**src/fth_pkg.sv**
```systemverilog
// Purpose: shared constants for the fault trip and history block
// Assumes: 100 MHz controller clock; codes held as two BCD digits
// Notes:   fault source indices give pin positions only; trip priority is set by the fault selection order
package fth_pkg;

  localparam int unsigned CLK_HZ        = 100_000_000;
  localparam int unsigned STOP_CHECK_S  = 100;
  localparam int unsigned CNT_W         = 40;
  localparam int unsigned CODE_W        = 8;

  // error codes as shown on the display
  localparam logic [7:0] CODE_NONE      = 8'h00;
  localparam logic [7:0] CODE_OC_CONST  = 8'h01;
  localparam logic [7:0] CODE_OC_DECEL  = 8'h02;
  localparam logic [7:0] CODE_OC_ACCEL  = 8'h03;
  localparam logic [7:0] CODE_OC_OTHER  = 8'h04;
  localparam logic [7:0] CODE_OVERLOAD  = 8'h05;
  localparam logic [7:0] CODE_DC_OVERV  = 8'h07;
  localparam logic [7:0] CODE_MEMORY    = 8'h08;
  localparam logic [7:0] CODE_DC_UNDERV = 8'h09;
  localparam logic [7:0] CODE_CPU       = 8'h11;
  localparam logic [7:0] CODE_EXT_TRIP  = 8'h12;
  localparam logic [7:0] CODE_START_GRD = 8'h13;
  localparam logic [7:0] CODE_GROUND    = 8'h14;
  localparam logic [7:0] CODE_IN_OVERV  = 8'h15;
  localparam logic [7:0] CODE_MOD_TEMP  = 8'h21;
  localparam logic [7:0] CODE_DRIVER    = 8'h30;
  localparam logic [7:0] CODE_THERMIST  = 8'h35;
  localparam logic [7:0] CODE_SAFE_STOP = 8'h37;
  localparam logic [7:0] CODE_COMM_WDT  = 8'h60;

  localparam logic [7:0] INIT_CLEAR_HIST = 8'h00;

  // motion state encoding
  localparam logic [1:0] MOTION_CONST = 2'h0;
  localparam logic [1:0] MOTION_DECEL = 2'h1;
  localparam logic [1:0] MOTION_ACCEL = 2'h2;

  // synchronised pin positions
  localparam int unsigned PIN_OC       = 0;
  localparam int unsigned PIN_OVERLOAD = 1;
  localparam int unsigned PIN_DC_OVERV = 2;
  localparam int unsigned PIN_MEMORY   = 3;
  localparam int unsigned PIN_DC_UNDER = 4;
  localparam int unsigned PIN_CPU      = 5;
  localparam int unsigned PIN_EXT      = 6;
  localparam int unsigned PIN_GND_FAIL = 7;
  localparam int unsigned PIN_IN_OVERV = 8;
  localparam int unsigned PIN_MOD_TEMP = 9;
  localparam int unsigned PIN_THERMIST = 10;
  localparam int unsigned PIN_DRIVER   = 11;
  localparam int unsigned PIN_SAFE     = 12;
  localparam int unsigned PIN_RUN_CMD  = 13;
  localparam int unsigned PIN_KEY      = 14;
  localparam int unsigned PIN_COMM_ACT = 15;
  localparam int unsigned PIN_GND_DONE = 16;
  localparam int unsigned PIN_RST_TERM = 17;
  localparam int unsigned PIN_COUNT    = 18;

  typedef enum logic [1:0] {
    ST_POWERUP  = 2'b00,
    ST_NORMAL   = 2'b01,
    ST_BROWNOUT = 2'b10
  } pwr_state_e;

endpackage

```
**src/input_sync.sv**
```systemverilog
// Purpose: two-stage synchroniser for a group of pin inputs
// Assumes: each bit is an independent level
// Notes:   first stage feeds only the second stage
`timescale 1ns/1ps
`default_nettype none
module input_sync #(
  parameter int unsigned W = 1
) (
  input  wire logic         sys_clk,
  input  wire logic         rst_n,
  input  wire logic [W-1:0] pin_in,
  output logic      [W-1:0] pin_sync
);
  logic [W-1:0] meta_q;
  logic [W-1:0] sync_q;

  initial begin
    if (W < 1) $error("input_sync: width must be at least 1");
  end

  always_ff @(posedge sys_clk or negedge rst_n) begin
    if (!rst_n) begin
      meta_q <= '0;
      sync_q <= '0;
    end else begin
      meta_q <= pin_in;
      sync_q <= meta_q;
    end
  end

  assign pin_sync = sync_q;
endmodule
`default_nettype wire

```
**src/fault_history.sv**
```systemverilog
// Purpose: three-deep trip history with operating snapshot per entry
// Assumes: push and clear come from the trip logic on the same clock
// Notes:   a push in the clear cycle is kept as the only entry
`timescale 1ns/1ps
`default_nettype none
module fault_history
  import fth_pkg::*;
#(
  parameter int unsigned SNAP_W = 48
) (
  input  wire logic              sys_clk,
  input  wire logic              rst_n,
  input  wire logic              push,
  input  wire logic              clear,
  input  wire logic [CODE_W-1:0] new_code,
  input  wire logic [SNAP_W-1:0] new_snap,
  output logic      [CODE_W-1:0] hist_code [3],
  output logic      [SNAP_W-1:0] hist_snap [3]
);
  logic [CODE_W-1:0] code_q [3];
  logic [CODE_W-1:0] code_d [3];
  logic [SNAP_W-1:0] snap_q [3];
  logic [SNAP_W-1:0] snap_d [3];

  initial begin
    if (SNAP_W < 1) $error("fault_history: snapshot width too small");
  end

  always_comb begin
    for (int i = 0; i < 3; i++) begin
      code_d[i] = clear ? CODE_NONE : code_q[i];
      snap_d[i] = clear ? '0 : snap_q[i];
    end
    if (push) begin
      for (int i = 2; i > 0; i--) begin
        code_d[i] = clear ? CODE_NONE : code_q[i-1];
        snap_d[i] = clear ? '0 : snap_q[i-1];
      end
      code_d[0] = new_code;
      snap_d[0] = new_snap;
    end
  end

  always_ff @(posedge sys_clk or negedge rst_n) begin
    if (!rst_n) begin
      for (int i = 0; i < 3; i++) begin
        code_q[i] <= CODE_NONE;
        snap_q[i] <= '0;
      end
    end else begin
      code_q <= code_d;
      snap_q <= snap_d;
    end
  end

  assign hist_code = code_q;
  assign hist_snap = snap_q;
endmodule
`default_nettype wire

```
**src/fault_trip_history.sv**
```systemverilog
// Purpose: fault trip latch, error code display and trip history
// Assumes: fault and key pins are asynchronous; motion data is local
// Notes:   reset release stands for power being applied
//
// Summary of operation
// - any detected fault latches a trip, drive off, event recorded
// - internal faults trip also while the motor is stopped
// - the stop/reset key clears a latched trip
// - selector value 00 applied empties history, nothing else changes
// - over-current code by motion: const 01, decel 02, accel 03, else 04
// - motor overload reports 05, DC bus over-voltage reports 07
// - parameter memory fault reports 08, DC bus under-voltage 09
// - start guard: run command at power-up trips 13, blocks running
// - failed power-up ground-fault test trips with code 14
// - after 100 s stopped, input over-voltage trips with code 15
// - power module over-temperature trips 21, thermistor trips 35
// - driver protection path error shuts output, reports 30
// - safety stop signal trips with code 37
// - communications watchdog expiry trips with code 60
// - every trip shows its error code on the display at once
// - low input voltage: output off, restart; trip only if restart fails
// - reset terminal active at power loss raises memory error at power-up
// - each trip stores a snapshot of operating data with its record
// - three-entry history, newest shifts to middle, middle to oldest
`timescale 1ns/1ps
`default_nettype none
module fault_trip_history
  import fth_pkg::*;
#(
  parameter longint unsigned STOP_CHECK_CYCLES =
    longint'(STOP_CHECK_S) * longint'(CLK_HZ),
  parameter int unsigned     COMM_TIMEOUT_CYCLES = 100_000,
  parameter int unsigned     RESTART_WAIT_CYCLES = 1_000,
  parameter int unsigned     SNAP_W              = 48
) (
  input  wire logic                      sys_clk,
  input  wire logic                      rst_n,
  input  wire logic                      overcurrent_pin,
  input  wire logic                      overload_pin,
  input  wire logic                      dc_overvolt_pin,
  input  wire logic                      memory_fault_pin,
  input  wire logic                      dc_undervolt_pin,
  input  wire logic                      cpu_fault_pin,
  input  wire logic                      external_trip_input,
  input  wire logic                      ground_test_fail_pin,
  input  wire logic                      ground_test_done_pin,
  input  wire logic                      input_overvolt_pin,
  input  wire logic                      module_overtemp_pin,
  input  wire logic                      thermistor_hot_pin,
  input  wire logic                      driver_error_pin,
  input  wire logic                      safety_stop_pin,
  input  wire logic                      run_command_pin,
  input  wire logic                      stop_reset_key,
  input  wire logic                      comm_activity_pin,
  input  wire logic                      reset_input_terminal,
  input  wire logic                      unattended_start_guard,
  input  wire logic                      comm_watchdog_en,
  input  wire logic                      motor_running,
  input  wire logic [1:0]                motion_state,
  input  wire logic [SNAP_W-1:0]         operating_data,
  input  wire logic [7:0]                initialization_selector,
  input  wire logic                      init_apply,
  output logic                           drive_enable,
  output logic                           tripped,
  output logic [CODE_W-1:0]              display_code,
  output logic [CODE_W-1:0]              newest_fault_record,
  output logic [CODE_W-1:0]              middle_fault_record,
  output logic [CODE_W-1:0]              oldest_fault_record,
  output logic [SNAP_W-1:0]              newest_fault_snapshot,
  output logic [SNAP_W-1:0]              middle_fault_snapshot,
  output logic [SNAP_W-1:0]              oldest_fault_snapshot
);
  import fth_pkg::*;

  localparam logic [CNT_W-1:0] STOP_LIMIT = CNT_W'(STOP_CHECK_CYCLES);
  localparam logic [31:0] COMM_LIMIT = 32'(COMM_TIMEOUT_CYCLES);
  localparam logic [31:0] RESTART_LIMIT = 32'(RESTART_WAIT_CYCLES);

  initial begin
    if (STOP_CHECK_CYCLES < 1 || STOP_CHECK_CYCLES >= (64'h1 << CNT_W))
      $error("fault_trip_history: stop check count out of range");
    if (COMM_TIMEOUT_CYCLES < 1 || RESTART_WAIT_CYCLES < 1)
      $error("fault_trip_history: timeout counts must be nonzero");
  end

  // pin synchronisation
  logic [PIN_COUNT-1:0] pins;
  logic [PIN_COUNT-1:0] s;

  assign pins = {reset_input_terminal, ground_test_done_pin,
                 comm_activity_pin, stop_reset_key, run_command_pin,
                 safety_stop_pin, driver_error_pin, thermistor_hot_pin,
                 module_overtemp_pin, input_overvolt_pin,
                 ground_test_fail_pin, external_trip_input, cpu_fault_pin,
                 dc_undervolt_pin, memory_fault_pin, dc_overvolt_pin,
                 overload_pin, overcurrent_pin};

  input_sync #(.W(PIN_COUNT)) u_sync (
    .sys_clk  (sys_clk),
    .rst_n    (rst_n),
    .pin_in   (pins),
    .pin_sync (s)
  );

  function automatic logic [CODE_W-1:0] oc_code(input logic [1:0] m);
    unique case (m)
      MOTION_CONST: oc_code = CODE_OC_CONST;
      MOTION_DECEL: oc_code = CODE_OC_DECEL;
      MOTION_ACCEL: oc_code = CODE_OC_ACCEL;
      default:      oc_code = CODE_OC_OTHER;
    endcase
  endfunction

  // state
  pwr_state_e        st_q,      st_d;
  logic              trip_q,    trip_d;
  logic [CODE_W-1:0] code_q,    code_d;
  logic              key_q,     key_d;
  logic              act_q,     act_d;
  logic [CNT_W-1:0]  stop_q,    stop_d;
  logic [31:0]       wdt_q,     wdt_d;
  logic [31:0]       bo_q,      bo_d;
  logic              drive_q,   drive_d;
  logic              block_q,   block_d;

  logic              key_press;
  logic              fault_any;
  logic [CODE_W-1:0] fault_code;
  logic              hist_clear;
  logic              trip_set;
  logic              stop_elapsed;
  logic              wdt_expired;
  logic              restart_failed;
  logic [CODE_W-1:0] hist_code [3];
  logic [SNAP_W-1:0] hist_snap [3];

  assign key_press      = s[PIN_KEY] && !key_q;
  assign stop_elapsed   = stop_q >= STOP_LIMIT;
  assign wdt_expired    = comm_watchdog_en && wdt_q >= COMM_LIMIT;
  assign restart_failed = st_q == ST_BROWNOUT && bo_q >= RESTART_LIMIT
                          && s[PIN_DC_UNDER];
  assign hist_clear     = init_apply
                          && initialization_selector == INIT_CLEAR_HIST;

  // fault selection, highest priority first; later checks apply only if none matched
  always_comb begin
    fault_any  = 1'b1;
    fault_code = CODE_NONE;
    if (st_q == ST_POWERUP) begin
      if (s[PIN_GND_DONE] && s[PIN_GND_FAIL])
        fault_code = CODE_GROUND;
      else if (s[PIN_GND_DONE] && unattended_start_guard && s[PIN_RUN_CMD])
        fault_code = CODE_START_GRD;
      else if (s[PIN_GND_DONE] && s[PIN_RST_TERM])
        fault_code = CODE_MEMORY;
    end
    if (fault_code == CODE_NONE) begin
      // faults below are checked in run and stop alike, except input over-voltage, which needs the stop time
      if (s[PIN_SAFE])           fault_code = CODE_SAFE_STOP;
      else if (s[PIN_DRIVER])    fault_code = CODE_DRIVER;
      else if (s[PIN_CPU])       fault_code = CODE_CPU;
      else if (s[PIN_MEMORY])    fault_code = CODE_MEMORY;
      else if (s[PIN_OC])        fault_code = oc_code(motion_state);
      else if (s[PIN_DC_OVERV])  fault_code = CODE_DC_OVERV;
      else if (s[PIN_OVERLOAD])  fault_code = CODE_OVERLOAD;
      else if (s[PIN_MOD_TEMP])  fault_code = CODE_MOD_TEMP;
      else if (s[PIN_THERMIST])  fault_code = CODE_THERMIST;
      else if (s[PIN_EXT])       fault_code = CODE_EXT_TRIP;
      else if (restart_failed)   fault_code = CODE_DC_UNDERV;
      else if (wdt_expired)      fault_code = CODE_COMM_WDT;
      else if (stop_elapsed && s[PIN_IN_OVERV])
        fault_code = CODE_IN_OVERV;
      else
        fault_any = 1'b0;
    end
  end

  // a new fault in the clearing cycle re-latches at once
  assign trip_set = fault_any && (!trip_q || key_press);

  always_comb begin
    st_d    = st_q;
    trip_d  = trip_q;
    code_d  = code_q;
    key_d   = s[PIN_KEY];
    act_d   = s[PIN_COMM_ACT];
    stop_d  = stop_q;
    wdt_d   = wdt_q;
    bo_d    = bo_q;
    block_d = block_q;
    if (trip_set) begin
      trip_d = 1'b1;
      code_d = fault_code;
      if (fault_code == CODE_START_GRD)
        block_d = 1'b1;
    end else if (key_press && trip_q) begin
      trip_d  = 1'b0;
      code_d  = CODE_NONE;
      block_d = 1'b0;
    end
    unique case (st_q)
      ST_POWERUP: begin
        if (s[PIN_GND_DONE])
          st_d = ST_NORMAL;
      end
      ST_NORMAL: begin
        if (s[PIN_DC_UNDER]) begin
          st_d = ST_BROWNOUT;
          bo_d = '0;
        end
      end
      ST_BROWNOUT: begin
        if (!s[PIN_DC_UNDER])
          st_d = ST_NORMAL;
        else if (restart_failed)
          st_d = ST_NORMAL;
        else
          bo_d = bo_q + 32'h1;
      end
      default: st_d = ST_POWERUP;
    endcase
    if (motor_running || trip_q)
      stop_d = '0;
    else if (!stop_elapsed)
      stop_d = stop_q + CNT_W'(1);
    if (!comm_watchdog_en || (s[PIN_COMM_ACT] && !act_q) || trip_q)
      wdt_d = '0;
    else if (!wdt_expired)
      wdt_d = wdt_q + 32'h1;
  end

  assign drive_d = !trip_d && !block_d && st_d == ST_NORMAL;

  always_ff @(posedge sys_clk or negedge rst_n) begin
    if (!rst_n) begin
      st_q    <= ST_POWERUP;
      trip_q  <= 1'b0;
      code_q  <= CODE_NONE;
      key_q   <= 1'b0;
      act_q   <= 1'b0;
      stop_q  <= '0;
      wdt_q   <= '0;
      bo_q    <= '0;
      drive_q <= 1'b0;
      block_q <= 1'b0;
    end else begin
      st_q    <= st_d;
      trip_q  <= trip_d;
      code_q  <= code_d;
      key_q   <= key_d;
      act_q   <= act_d;
      stop_q  <= stop_d;
      wdt_q   <= wdt_d;
      bo_q    <= bo_d;
      drive_q <= drive_d;
      block_q <= block_d;
    end
  end

  // history only pushes on trips; key clears never touch it
  fault_history #(.SNAP_W(SNAP_W)) u_hist (
    .sys_clk   (sys_clk),
    .rst_n     (rst_n),
    .push      (trip_set),
    .clear     (hist_clear),
    .new_code  (fault_code),
    .new_snap  (operating_data),
    .hist_code (hist_code),
    .hist_snap (hist_snap)
  );

  assign drive_enable          = drive_q;
  assign tripped               = trip_q;
  assign display_code          = code_q;
  assign newest_fault_record   = hist_code[0];
  assign middle_fault_record   = hist_code[1];
  assign oldest_fault_record   = hist_code[2];
  assign newest_fault_snapshot = hist_snap[0];
  assign middle_fault_snapshot = hist_snap[1];
  assign oldest_fault_snapshot = hist_snap[2];
endmodule
`default_nettype wire

```
**config.mk**
```make
export PLATFORM = sky130hd
export DESIGN_NAME = fault_trip_history
export DESIGN_NICKNAME = d
export VERILOG_FILES = /design/src/fth_pkg.sv /design/src/input_sync.sv /design/src/fault_history.sv /design/src/fault_trip_history.sv
export SDC_FILE = /design/constraint.sdc
export NUM_CORES = 1
export LEC_CHECK = 0
export BUFFER_PORTS_ARGS = -buffer_cell sky130_fd_sc_hd__buf_2
export CAP_MARGIN = 20
export CORE_ASPECT_RATIO = 0.6
export CORE_MARGIN = 1
export CORE_UTILIZATION = 45
export DETAILED_ROUTE_END_ITERATION = 6
export GPL_TIMING_DRIVEN = 0
export PLACE_DENSITY = 0.68
export SYNTH_ARGS = -nofsm -noshare
export SYNTH_HDL_FRONTEND = slang
export SYNTH_SLANG_ARGS = --single-unit
export TNS_END_PERCENT = 20
```
**constraint.sdc**
```tcl
create_clock -name sys_clk -period 6.3 [get_ports sys_clk]
set_input_delay 0.945 -clock sys_clk [delete_from_list [all_inputs] [get_ports sys_clk]]
set_output_delay 0.945 -clock sys_clk [all_outputs]
set_load 0.01 [all_outputs]
```
==> flow_summary.ini <==
[logic_synthesis]
avgSynthCellArea_sq_um = 9.897
synth_seq_cells = 322
yosys.area_share.simple = 0.2050
synth_top_family_by_area = simple AND/OR/NAND/NOR gates
synth-xor-area-share = 0.03036
async_reset_ff_frac = 1.000
ys_warn_count = 0
netlist_instances = 1341
synth-adder-area-share = 0.008485
synth_ff_type = dfrtp_1
synth_mux_area_frac = 0
synth_largest_area_cell = dfrtp_1
synth_edf_count = 0
synth.distinct_cells = 58
synth.net_count = 1432
yosysSeqAreaShare = 0.6071
synth_compound_area_frac = 0.1161
syn_area_sq_mm = 0.01327
synthTopCellsByArea = dfrtp_1 61%, nand2_1 7.7%, nor2_1 3.5%
synth_top_area_share = 0.6071

[routing]
vias_per_cell = 5.372
dr.first_iter.drc_count = 918
drt-total-wl_mm = 36.49
dr.pass1.iters = 5
drt-wirelength-per-cell_um = 17.72
vias = 11060
ant_nets = 0
drc = 0

[placed_design]
portBuffers = 258
post_dp_cell_area_sq_mm = 0.01516
hpwl_mm = 26.43
dp.cells = 2003
finalWeightedCongestion = 0.9258

[cells_and_area]
area_growth_pct = 21.64
nNetsFinal = 1725
register_area_sq_mm = 0.008058
postLayoutCellArea_sq_mm = 0.01614
fillers = 2627
drive_above_1_share = 0.2088
instances_no_fill = 2059
multi_input_area_sq_mm = 0.004780

[timing]
setup_viol = 0
hold_ws_ns = 0.2408
rsz0062_at_grt = no
maxSlewViolCount = 0
fin_crit_sh = 0.5388
max_slew.worst_pin.slew_ns = 1.107
max_freq_mhz = 294.6
fin_skew_ns = 0.01907
finalCriticalPeriod_ns = 3.395
relSlewSlack = 0.2539
hold_viol = 0

[clocking]
cts_hold_buffers = 0
post_cts_buffers = 0
cts_tree = built
path_clk_slew_ns = 0.07
clockBufferDepth = 3
cts_root_buf = clkbuf_16
cts_made_buffers = 29
cts.htree.levels = 1
cts.sinks = 322
cts_resized = 0
clk_latency_ns = 0.57

[global_routing]
grt_pass1_wl_mm = 56.70
grtUsageTotal = 0.2379
overflow = 0
grt_pass1_vias = 10040
grt_max_degree = 119
antenna_found_initial = 2

[pwr]
leakage_nw = 7.735
finalPower_mw = 4.965
powerDensity_mw_per_mm2 = 307.5
peakVddDrop_mv = 0.2289

[floorplanning]
io_pins = 260
die_x_um = 223.7
rows = 48
core_sq_mm = 0.02889
die_y_um = 135.0
fp.dieArea_sq_mm = 0.03021
initial_utilization = 0.4594

[setup_path]
cp_max_fo = 11
cp-start-kind = register
path_class = register to register
crit_required_ns = 6.77
endpoint_kind = register
critPathArrivalTime_ns = 3.86
ff2ff_setup_slack_ns = 2.91

[min_path]
hold_path.class = primary input to asynchronous set/reset pin

[job]
drv_cap = 0

[run_status]
outcome = completed
## layout make-up
cell class | count | share of cell area
Antenna cell | 2 | 0.0003100
Buffer | 68 | 0.02038
Clock buffer | 39 | 0.05038
Clock inverter | 15 | 0.01015
Inverter | 28 | 0.006511
Multi-Input combinational cell | 923 | 0.2961
Sequential cell | 322 | 0.4991
Tap cell | 400 | 0.03100
Timing Repair Buffer | 262 | 0.08603
## power by group
group / internal, mW / total, mW / switching [mW] / leakage, nW
registers: 2.27 / 2.41 / 0.144 / 4.18
logic: 0.272 / 0.721 / 0.449 / 3.08
clock network: 1.03 / 1.83 / 0.797 / 0.474
total: 3.57 / 4.96 / 1.39 / 7.74
## cells by family after synthesis
kind of cell,Yosys count
and+or+nand+nor,605
xor gates and xnor gates,46
adders and majority gates,9
AOI/OAI and AO/OA,262
other,1
DFF,322
buffers and inverters,96
## per-stage QoR
stage               setup slack, ns    util  setup TNS, ns
floorplan                     3.661       -              0
global placement             -1.843  0.5214        -578.98
detailed placement            2.908  0.5248              0
CTS                           2.902  0.5586              0
global route                  2.702  0.5586              0
finish                        2.905  0.5588              0
## worst max-delay path, stage by stage, from the launching register on
cell	delay, ns
dfrtp_1	0.39
nor4_1	0.34
nand4_1	0.36
o311ai_4	0.56
nand3_4	0.18
o31ai_4	0.55
buf_4	0.31
buf_2	0.31
nand2_1	0.09
a21oi_1	0.18
## flip-flops by register name (all words and copies together) (netlist names)
register          flops
act_q                 1
block_q               1
bo_q                 32
display_code          7
drive_enable          1
key_q                 1
st_q                  2
stop_q               40
tripped               1
u_hist.hist_code     24
u_hist.hist_snap    144
u_sync.meta_q        18
u_sync.pin_sync      18
wdt_q                32
## path summary, 6_finish.rpt
check / startpoint / endpoint / depth (start not counted)
min in group sys_clk: u_sync.meta_q[6]$_DFF_PN0_ / u_sync.pin_sync[6]$_DFF_PN0_ / 0
min reg2reg: u_sync.meta_q[6]$_DFF_PN0_ / u_sync.pin_sync[6]$_DFF_PN0_ / 0
min: rst_n / u_hist.hist_snap[60]$_DFF_PN0_ / 1
max reg2reg: bo_q[22]$_DFFE_PN0P_ / u_hist.hist_snap[45]$_DFFE_PN0P_ / 9
max: bo_q[22]$_DFFE_PN0P_ / u_hist.hist_snap[45]$_DFFE_PN0P_ / 9
max in group asynchronous: rst_n / u_hist.hist_snap[83]$_DFF_PN0_ / 3
## metal layers
| metal | wire length (um) | vias to the layer above | part of all wire | global-route usage |
|---|---|---|---|---|
| li1 | - | 5179 | - | - |
| met1 | 17790 | 5438 | 0.49 | 0.3755 |
| met2 | 15380 | 385 | 0.42 | 0.3314 |
| met3 | 2518 | 57 | 0.069 | 0.04830 |
| met4 | 794 | 2 | 0.022 | 0.05594 |
| met5 | 10 | - | 0.00027 | 0 |
## synthesized netlist by cell type (9+ instances only)
master and number:
a21o_1 13, nor4_1 14, and3_1 20, nor3_1 28, ha_1 9, and2_1 17, clkbuf_1 42, o21ai_1 41
a21oi_1 86, xnor2_1 22, nand3_1 71, a31oi_1 9, xor2_1 24, inv_1 28, o21ai_0 71, nor2_1 122
nand4_1 24, dfrtp_1 322, nand2_1 273, buf_2 17
## layout by cell type, fill, tap and decap left out, types with 3 or more instances in the layout
cell type | netlist | layout
dfrtp_1 | 322 | 322
buf_2 | 17 | 275
nand2_1 | 273 | 273
nor2_1 | 122 | 122
a21oi_1 | 86 | 86
o21ai_0 | 71 | 71
nand3_1 | 71 | 71
clkbuf_1 | 42 | 47
o21ai_1 | 41 | 41
clkbuf_16 | 0 | 29
inv_1 | 28 | 28
nor3_1 | 28 | 28
nand4_1 | 24 | 24
xor2_1 | 24 | 24
xnor2_1 | 22 | 22
and3_1 | 20 | 20
and2_1 | 17 | 17
nor4_1 | 14 | 14
a21o_1 | 13 | 13
a31oi_1 | 9 | 9
ha_1 | 9 | 9
and4_1 | 7 | 7
nor2b_1 | 7 | 7
clkinv_2 | 0 | 7
buf_6 | 6 | 6
o31ai_1 | 5 | 5
o21a_1 | 5 | 5
o211ai_1 | 5 | 5
or3_1 | 5 | 5
clkbuf_8 | 0 | 5
or2_2 | 4 | 4
or4_1 | 4 | 4
a41oi_1 | 4 | 4
clkinvlp_4 | 0 | 4
bufinv_16 | 0 | 3
buf_16 | 0 | 3
(Power assumes the default switching activity.)
